### config.mk
export PLATFORM = sky130hd
export DESIGN_NAME = sucs_host_flat
export DESIGN_NICKNAME = d
export VERILOG_FILES = /design/src/sucs_pkg.sv /design/src/sucs_if.sv /design/src/sucs_host.sv /design/src/flat_wrapper.sv
export SDC_FILE = /design/constraint.sdc
export NUM_CORES = 1
export LEC_CHECK = 0
export CORE_MARGIN = 2
export CORE_UTILIZATION = 63
export DETAILED_ROUTE_END_ITERATION = 7
export DONT_BUFFER_PORTS = 1
export PLACE_DENSITY = 0.81
export SLEW_MARGIN = 0
export SYNTH_ARGS = -nofsm -noshare
export SYNTH_HDL_FRONTEND = slang
export SYNTH_SLANG_ARGS = --single-unit
### constraint.sdc
create_clock -name clk_i -period 2.9 [get_ports clk_i]
set_input_delay 0.725 -clock clk_i [delete_from_list [all_inputs] [get_ports clk_i]]
set_output_delay 0.725 -clock clk_i [all_outputs]
set_load 0.01 [all_outputs]
### src/sucs_pkg.sv
// package: register map, field layout, encodings for the clock selector pair
package sucs_pkg;
    // device register addresses
    localparam logic [7:0] SUCS_SRCSEL_ADDR = 8'ha9;
    localparam logic [7:0] SUCS_OSCCTL_ADDR = 8'hb2;
    localparam logic [7:0] SUCS_STAT_ADDR = 8'hb3;
    localparam logic [7:0] SUCS_MULCTL_ADDR = 8'hb9;
    localparam logic [7:0] SUCS_PORTCTL_ADDR = 8'he2;
    // reset values
    localparam logic [7:0] SUCS_SRCSEL_RST = 8'h00;
    localparam logic [7:0] SUCS_OSCCTL_RST = 8'h80;
    localparam logic [7:0] SUCS_MULCTL_RST = 8'h00;
    localparam logic [7:0] SUCS_PORTCTL_RST = 8'h40;
    // field positions and masks
    localparam logic [7:0] SUCS_SRCSEL_MASK = 8'h77;
    localparam logic [7:0] SUCS_SYS_MASK = 8'h07;
    localparam logic [7:0] SUCS_USB_MASK = 8'h30;
    localparam int SUCS_SYS_LSB = 0;
    localparam int SUCS_USB_LSB = 4;
    localparam int SUCS_OSC_EN_BIT = 7;
    localparam int SUCS_OSC_DIV_LSB = 0;
    localparam int SUCS_MUL_SEL_BIT = 0;
    localparam int SUCS_INPUT_EN_BIT = 6;
    // status bits, indexed by system source code
    localparam int SUCS_ST_INT = 0;
    localparam int SUCS_ST_EXT = 1;
    localparam int SUCS_ST_MUL = 2;
    localparam int SUCS_ST_LF = 3;
    // preset register values
    localparam logic [7:0] SUCS_OSC_UNDIV = 8'h83;
    localparam logic [7:0] SUCS_PORT_INEN = 8'h40;
    localparam logic [7:0] SUCS_MUL_FROM_EXT = 8'h01;
    localparam logic [7:0] SUCS_MUL_FROM_INT = 8'h00;
    // host wishbone offsets
    localparam logic [3:0] SUCS_H_SYS_OFS = 4'h0;
    localparam logic [3:0] SUCS_H_USB_OFS = 4'h4;
    localparam logic [3:0] SUCS_H_PRE_OFS = 4'h8;
    localparam logic [3:0] SUCS_H_STAT_OFS = 4'hc;

    typedef enum logic [2:0] {
        SUCS_SYS_INT = 3'b000,
        SUCS_SYS_EXT = 3'b001,
        SUCS_SYS_MUL = 3'b010,
        SUCS_SYS_LF = 3'b011
    } sucs_sys_src_t;

    typedef enum logic [1:0] {
        SUCS_USB_MUL = 2'b00,
        SUCS_USB_INT2 = 2'b01,
        SUCS_USB_EXT = 2'b10,
        SUCS_USB_OFF = 2'b11
    } sucs_usb_src_t;

    typedef enum logic [2:0] {
        SUCS_PRE_NONE = 3'b000,
        SUCS_PRE_FS_INT = 3'b001,
        SUCS_PRE_FS_EXT = 3'b010,
        SUCS_PRE_LS_INT = 3'b011,
        SUCS_PRE_LS_EXT = 3'b100
    } sucs_preset_t;
endpackage

### src/sucs_if.sv
// interface: register access channel between host controller and selector
interface sucs_if;
    logic req;
    logic we;
    logic [7:0] addr;
    logic [7:0] wdata;
    logic [7:0] rdata;
    logic ack;
    modport dev (input req, input we, input addr, input wdata, output rdata, output ack);
    modport host (output req, output we, output addr, output wdata, input rdata, input ack);
endinterface

### src/sucs_host.sv
// module: wishbone-controlled host that programs the clock selector safely
module sucs_host
    import sucs_pkg::*;
(
    input wire logic clk_i,
    input wire logic rst_i,
    input wire logic wb_cyc_i,
    input wire logic wb_stb_i,
    input wire logic wb_we_i,
    input wire logic [3:0] wb_adr_i,
    input wire logic [3:0] wb_sel_i,
    input wire logic [31:0] wb_dat_i,
    output logic [31:0] wb_dat_o,
    output logic wb_ack_o,
    output logic clk_recovery_en_o,
    output logic usb_full_speed_o,
    sucs_if.host bus
);
    typedef enum logic [1:0] {
        SUCS_H_IDLE = 2'b00,
        SUCS_H_STAT = 2'b01,
        SUCS_H_WRITE = 2'b10
    } sucs_hstate_t;
    typedef enum logic [1:0] {
        SUCS_K_SYS = 2'b00,
        SUCS_K_USB = 2'b01,
        SUCS_K_PRE = 2'b10
    } sucs_kind_t;

    sucs_hstate_t st_reg, st_next;
    sucs_kind_t kind_reg, kind_next;
    logic [2:0] val_reg, val_next;
    logic [1:0] step_reg, step_next;
    logic [7:0] shadow_reg, shadow_next;
    logic [3:0] stat_reg, stat_next;
    logic refused_reg, refused_next;
    logic req_reg, req_next;
    logic we_reg, we_next;
    logic [7:0] addr_reg, addr_next;
    logic [7:0] wdata_reg, wdata_next;
    logic ack_reg, ack_next;
    logic [31:0] dat_reg, dat_next;
    logic crec_reg, crec_next;
    logic fs_reg, fs_next;
    logic wb_acc;
    logic wb_wr;
    logic [16:0] stp;

    // one write of a job: {last, addr, data}
    function automatic logic [16:0] sucs_step(sucs_kind_t k, logic [2:0] v, logic [1:0] s, logic [7:0] sh);
        logic [7:0] usbv;
        usbv = sh & ~SUCS_USB_MASK;
        sucs_step = {1'b1, SUCS_SRCSEL_ADDR, usbv};
        case (k)
            SUCS_K_SYS: sucs_step = {1'b1, SUCS_SRCSEL_ADDR, (sh & ~SUCS_SYS_MASK) | {5'h00, v}};
            SUCS_K_USB: sucs_step = {1'b1, SUCS_SRCSEL_ADDR, usbv | {2'h0, v[1:0], 4'h0}};
            default: begin
                case ({v, s})
                    {SUCS_PRE_FS_INT, 2'h0}: sucs_step = {1'b0, SUCS_OSCCTL_ADDR, SUCS_OSC_UNDIV};
                    {SUCS_PRE_FS_INT, 2'h1}: sucs_step = {1'b0, SUCS_MULCTL_ADDR, SUCS_MUL_FROM_INT};
                    {SUCS_PRE_FS_INT, 2'h2}: sucs_step = {1'b1, SUCS_SRCSEL_ADDR, usbv};
                    {SUCS_PRE_FS_EXT, 2'h0}: sucs_step = {1'b0, SUCS_PORTCTL_ADDR, SUCS_PORT_INEN};
                    {SUCS_PRE_FS_EXT, 2'h1}: sucs_step = {1'b0, SUCS_MULCTL_ADDR, SUCS_MUL_FROM_EXT};
                    {SUCS_PRE_FS_EXT, 2'h2}: sucs_step = {1'b1, SUCS_SRCSEL_ADDR, usbv | 8'h20};
                    {SUCS_PRE_LS_INT, 2'h0}: sucs_step = {1'b0, SUCS_OSCCTL_ADDR, SUCS_OSC_UNDIV};
                    {SUCS_PRE_LS_INT, 2'h1}: sucs_step = {1'b1, SUCS_SRCSEL_ADDR, usbv | 8'h10};
                    {SUCS_PRE_LS_EXT, 2'h0}: sucs_step = {1'b0, SUCS_PORTCTL_ADDR, SUCS_PORT_INEN};
                    {SUCS_PRE_LS_EXT, 2'h1}: sucs_step = {1'b1, SUCS_SRCSEL_ADDR, usbv | 8'h20};
                    default: sucs_step = {1'b1, SUCS_SRCSEL_ADDR, sh};
                endcase
            end
        endcase
    endfunction

    // is the job allowed given the device status just read
    function automatic logic sucs_ok(sucs_kind_t k, logic [2:0] v, logic [3:0] st);
        case (k)
            SUCS_K_SYS: sucs_ok = !v[2] && st[v[1:0]];
            SUCS_K_USB: begin
                case (v[1:0])
                    SUCS_USB_MUL: sucs_ok = st[SUCS_ST_MUL];
                    SUCS_USB_INT2: sucs_ok = st[SUCS_ST_INT];
                    SUCS_USB_EXT: sucs_ok = st[SUCS_ST_EXT];
                    default: sucs_ok = 1'b1;
                endcase
            end
            default: sucs_ok = (v != SUCS_PRE_NONE) && (v <= SUCS_PRE_LS_EXT);
        endcase
    endfunction

    assign wb_acc = wb_cyc_i & wb_stb_i & ~ack_reg;
    assign wb_wr = wb_acc & wb_we_i & wb_sel_i[0];
    assign stp = sucs_step(kind_reg, val_reg, step_reg, shadow_reg);

    always_comb begin
        st_next = st_reg;
        kind_next = kind_reg;
        val_next = val_reg;
        step_next = step_reg;
        shadow_next = shadow_reg;
        stat_next = stat_reg;
        refused_next = refused_reg;
        req_next = req_reg;
        we_next = we_reg;
        addr_next = addr_reg;
        wdata_next = wdata_reg;
        crec_next = crec_reg;
        fs_next = fs_reg;
        ack_next = wb_acc;
        dat_next = 32'h0000_0000;
        if (wb_acc && !wb_we_i && wb_adr_i == SUCS_H_STAT_OFS) begin
            dat_next = {12'h000, stat_reg, shadow_reg, 6'h00, refused_reg, st_reg != SUCS_H_IDLE};
        end
        if (wb_wr && wb_adr_i == SUCS_H_STAT_OFS && wb_dat_i[1]) begin
            refused_next = 1'b0;
        end
        case (st_reg)
            SUCS_H_IDLE: begin
                if (wb_wr && wb_adr_i != SUCS_H_STAT_OFS) begin
                    kind_next = (wb_adr_i == SUCS_H_SYS_OFS) ? SUCS_K_SYS :
                                (wb_adr_i == SUCS_H_USB_OFS) ? SUCS_K_USB : SUCS_K_PRE;
                    val_next = wb_dat_i[2:0];
                    step_next = 2'h0;
                    req_next = 1'b1;
                    we_next = 1'b0;
                    addr_next = SUCS_STAT_ADDR;
                    st_next = SUCS_H_STAT;
                end
            end
            SUCS_H_STAT: begin
                if (bus.ack) begin
                    stat_next = bus.rdata[3:0];
                    if (sucs_ok(kind_reg, val_reg, bus.rdata[3:0])) begin
                        we_next = 1'b1;
                        addr_next = stp[15:8];
                        wdata_next = stp[7:0];
                        st_next = SUCS_H_WRITE;
                    end else begin
                        req_next = 1'b0;
                        refused_next = 1'b1;
                        st_next = SUCS_H_IDLE;
                    end
                end
            end
            SUCS_H_WRITE: begin
                if (bus.ack) begin
                    if (addr_reg == SUCS_SRCSEL_ADDR) begin
                        shadow_next = wdata_reg;
                    end
                    if (stp[16]) begin
                        req_next = 1'b0;
                        st_next = SUCS_H_IDLE;
                        if (kind_reg == SUCS_K_PRE) begin
                            fs_next = (val_reg == SUCS_PRE_FS_INT) || (val_reg == SUCS_PRE_FS_EXT);
                            crec_next = (val_reg == SUCS_PRE_FS_INT);
                        end
                    end else begin
                        step_next = step_reg + 2'h1;
                        st_next = SUCS_H_STAT;
                        we_next = 1'b0;
                        addr_next = SUCS_STAT_ADDR;
                    end
                end
            end
            default: st_next = SUCS_H_IDLE;
        endcase
        // job writes while busy are dropped; set wins over a clear
        if (wb_wr && wb_adr_i != SUCS_H_STAT_OFS && st_reg != SUCS_H_IDLE) begin
            refused_next = 1'b1;
        end
    end

    always_ff @(posedge clk_i) begin
        if (rst_i) begin
            st_reg <= SUCS_H_IDLE;
            kind_reg <= SUCS_K_SYS;
            val_reg <= 3'h0;
            step_reg <= 2'h0;
            shadow_reg <= SUCS_SRCSEL_RST;
            stat_reg <= 4'h0;
            refused_reg <= 1'b0;
            req_reg <= 1'b0;
            we_reg <= 1'b0;
            addr_reg <= 8'h00;
            wdata_reg <= 8'h00;
            ack_reg <= 1'b0;
            dat_reg <= 32'h0000_0000;
            crec_reg <= 1'b0;
            fs_reg <= 1'b0;
        end else begin
            st_reg <= st_next;
            kind_reg <= kind_next;
            val_reg <= val_next;
            step_reg <= step_next;
            shadow_reg <= shadow_next;
            stat_reg <= stat_next;
            refused_reg <= refused_next;
            req_reg <= req_next;
            we_reg <= we_next;
            addr_reg <= addr_next;
            wdata_reg <= wdata_next;
            ack_reg <= ack_next;
            dat_reg <= dat_next;
            crec_reg <= crec_next;
            fs_reg <= fs_next;
        end
    end

    assign bus.req = req_reg;
    assign bus.we = we_reg;
    assign bus.addr = addr_reg;
    assign bus.wdata = wdata_reg;
    assign wb_dat_o = dat_reg;
    assign wb_ack_o = ack_reg;
    assign clk_recovery_en_o = crec_reg;
    assign usb_full_speed_o = fs_reg;
endmodule // sucs_host

### src/flat_wrapper.sv
// flat-port wrapper written by rule: the top's interface ports become plain ports
module sucs_host_flat import sucs_pkg::*;
  (clk_i, rst_i, wb_cyc_i, wb_stb_i, wb_we_i, wb_adr_i, wb_sel_i, wb_dat_i, wb_dat_o, wb_ack_o, clk_recovery_en_o, usb_full_speed_o, bus_req, bus_we, bus_addr, bus_wdata, bus_rdata, bus_ack);
  sucs_if bus_i ();
  input wire logic clk_i;
  input wire logic rst_i;
  input wire logic wb_cyc_i;
  input wire logic wb_stb_i;
  input wire logic wb_we_i;
  input wire logic [3:0] wb_adr_i;
  input wire logic [3:0] wb_sel_i;
  input wire logic [31:0] wb_dat_i;
  output logic [31:0] wb_dat_o;
  output logic wb_ack_o;
  output logic clk_recovery_en_o;
  output logic usb_full_speed_o;
  output wire logic [$bits(bus_i.req)-1:0] bus_req;
  output wire logic [$bits(bus_i.we)-1:0] bus_we;
  output wire logic [$bits(bus_i.addr)-1:0] bus_addr;
  output wire logic [$bits(bus_i.wdata)-1:0] bus_wdata;
  input wire logic [$bits(bus_i.rdata)-1:0] bus_rdata;
  input wire logic [$bits(bus_i.ack)-1:0] bus_ack;
  assign bus_req = bus_i.req;
  assign bus_we = bus_i.we;
  assign bus_addr = bus_i.addr;
  assign bus_wdata = bus_i.wdata;
  assign bus_i.rdata = bus_rdata;
  assign bus_i.ack = bus_ack;
  sucs_host u_core (.clk_i(clk_i), .rst_i(rst_i), .wb_cyc_i(wb_cyc_i), .wb_stb_i(wb_stb_i), .wb_we_i(wb_we_i), .wb_adr_i(wb_adr_i), .wb_sel_i(wb_sel_i), .wb_dat_i(wb_dat_i), .wb_dat_o(wb_dat_o), .wb_ack_o(wb_ack_o), .clk_recovery_en_o(clk_recovery_en_o), .usb_full_speed_o(usb_full_speed_o), .bus(bus_i));
endmodule
==> qor.txt <==
Async SR Flop Fraction: 0%
Avg Cell Area, Syn: 9.11 um^2
worst r2r path cells: 7
grt ovf: 0
setup TNS: 0 ns
CTS max path bufs: 2
Seq/Total Area, Yosys: 39.8%
post-CTS setup buffer count: 0
antenna viol nets, final: 0
First-pass DRT Iterations: 4
period utilization: 81.5%
final setup skew: 0.00550 ns
Sink Count: 55
DIE WIDTH: 70.3 um
routability congestion estimate from global placement: 0.892
Seq cells post-synth: 55
yosys warns: 0
CTS tree: done
vias per std cell: 5.85
largest cells by area after synthesis: dfxtp_1, buf_4, mux2i_1
worst r2r src: u_core.val_reg[0]
Final Critical Period: 2.36 ns
Syn Std Cell Area: 2770 um^2
Worst Setup Start Kind: flop
Layout area overhead: 1.81%
Critical Path Source: u_core.val_reg[0]
setup violators final: 0
Buffers on Ports: 0
antenna violations before repair: 0
Gate Count Post-Synth: 304
status: complete, no violations
Detailed Route Iter0 Violations: 100
crit path DAT: 2.58 ns
DR WL/cell: 15.1 um
full die area: 4940 um^2
die height: 70.3 um
R2R Setup Slk: 0.54 ns
layout filler cell count: 352
first-pass GRT wire length: 8920 um
RSZ-0062 raised after global routing: no
post-CTS sizing: 0
slew margin rel.: 56.4%
initial core utilization: 64.5%
multi-input combinational cell area: 1460 um^2
hold_ws: 0.453 ns
Slew Limit Fails: 0
CTS Root Buffer Type: clkbuf_8
Final Hold Fails: 0
dpl cells: 345
post-layout util: 65.6%
Synth cell types: 60
crit end category: flop
H-tree lvl count: 2
Final #Nets: 361
Worst Tran Pin Value: 0.653 ns
Vias: 2,065
share of layout cells above drive strength 1: 9.97%
fmax: 0.423 GHz
detailed placer's ending HPWL: 4050 um
post-route insts no fill: 353
Routed WL: 5340 um
Pwr Density: 530 nW/um^2
vias in the first global route: 1,880
max_cap viols: 0
num rows: 24
leakage: 0.996 nW
worst r2r dst: u_core.bus.addr[0]
max FFs per register: 14
cell taking the most area after synthesis: dfxtp_1
drt drc: 0
Critical Path RT: 3.12 ns
Core ar.: 4290 um^2
ys flop type: dfxtp_1
Reg clk slew, reported paths: 0.10 ns
CTS Hold Bufs: 0
latest clock arrival within the worst-skew pair: 0.31 ns
maximum vdd ir drop: 0.285 mV
Synth top area share: 39.8%
critical path endpoint: u_core.bus.addr[0]
largest net degree at the start of global routing: 41
Crit Path Max Fanout: 12
Post-synth EDFFs: 0
hold crit path type: flop to flop
register area: 1100 um^2
Num CTS Buffers: 5
Ports: 107
ant diodes: 0
GR Util All Layers: 22.3%
Setup CP Type: flop to flop
Final Power: 1.50 mW
power by group:
| group | leakage (nW) | switching [mW] | internal [mW] |
|---|---|---|---|
| logic | 0.504 | 0.122 | 0.0851 |
| registers | 0.445 | 0.0518 | 0.796 |
| clock network | 0.0474 | 0.245 | 0.195 |
metrics by stage:
stage | cell area [um^2] | worst slack [ns]
floorplan | 2840 | 0.600
global placement | 2720 | 0.383
detailed placement | 2720 | 0.352
CTS | 2820 | 0.556
global route | 2820 | 0.379
finish | 2820 | 0.535
cells by family (layout without fill, tap and decap cells):
group / after synthesis / in the layout / synth area share (%)
flops: 55 / 55 / 39.8
other cells: 1 / 19 / 0.135
buf+inv: 48 / 27 / 9.81
xor+xnor: 2 / 2 / 0.633
fa+ha+maj: 8 / 8 / 3.52
simple gates: 106 / 106 / 21.4
compound gates: 67 / 67 / 17.9
mux: 17 / 17 / 6.78
area by class of cell:
cell class / instances / area share, %
clock buffer: 6 / 2.93
clock inverter: 2 / 0.577
inverter: 14 / 1.86
multi-input combinational: 219 / 51.9
sequential: 55 / 39.1
tap: 52 / 2.31
timing repair buffer: 5 / 1.33
worst max-delay path: stages, from the launching register on:
cell and delay, ns:
dfxtp_1 0.61, buf_4 0.26, nor3b_1 0.07, o22ai_1 0.28
o21ai_0 0.25, buf_4 0.21, a211o_1 0.30, a221oi_1 0.28
Yosys cell counts, types with 2 or more instances:
library cell   n
nor2b_1        2
nor2_1        29
buf_2          4
buf_1          2
xnor2_1        2
o31ai_1        2
nor4b_1        3
or3b_2         2
nand3_1       10
o221a_2        2
mux2i_1       15
nand2_1       19
nor4_1         3
nand2b_1       2
a21oi_1       17
a211oi_1       8
ha_1           7
nor3_1         3
o32ai_1        2
dfxtp_1       55
o21bai_1       3
inv_1         14
nor3b_1        3
buf_4         21
o22ai_1        4
o21ai_0       10
clkbuf_1       6
nand3b_1       2
a221oi_1       3
and2_1        16
nor3_2         2
o21a_1         3
placed cells by master, fill, tap and decap left out, types with 4 or more instances in the layout:
cell | synthesis | layout
dfxtp_1 | 55 | 55
nor2_1 | 29 | 29
nand2_1 | 19 | 19
conb_1 | 1 | 19
a21oi_1 | 17 | 17
and2_1 | 16 | 16
mux2i_1 | 15 | 15
inv_1 | 14 | 14
nand3_1 | 10 | 10
o21ai_0 | 10 | 10
a211oi_1 | 8 | 8
ha_1 | 7 | 7
clkbuf_8 | 0 | 6
buf_4 | 21 | 5
o22ai_1 | 4 | 4
how the worst min path moves through the flow:
stage | from | to | cells past startpoint
finish | u_core.stat_reg[1] | u_core.stat_reg[1] | 2
detailed placement | u_core.stat_reg[2] | u_core.wb_dat_o[18] | 1
CTS | u_core.stat_reg[1] | u_core.stat_reg[1] | 2
global route | rst_i | u_core.shadow_reg[6] | 1
global placement | u_core.stat_reg[2] | u_core.stat_reg[2] | 2
floorplan | u_core.stat_reg[0] | u_core.wb_dat_o[16] | 1
layer usage:
| layer | track usage (%) | wire length (um) | share of wire, % |
|---|---|---|---|
| met1 | 28.3 | 2290 | 43 |
| met5 | 0 | 0 | 0 |
| met2 | 37.4 | 2620 | 49 |
| met4 | 4.91 | 39 | 0.73 |
| met3 | 6.64 | 387 | 7.2 |
No activity file was read; power rests on OpenSTA's default activity.
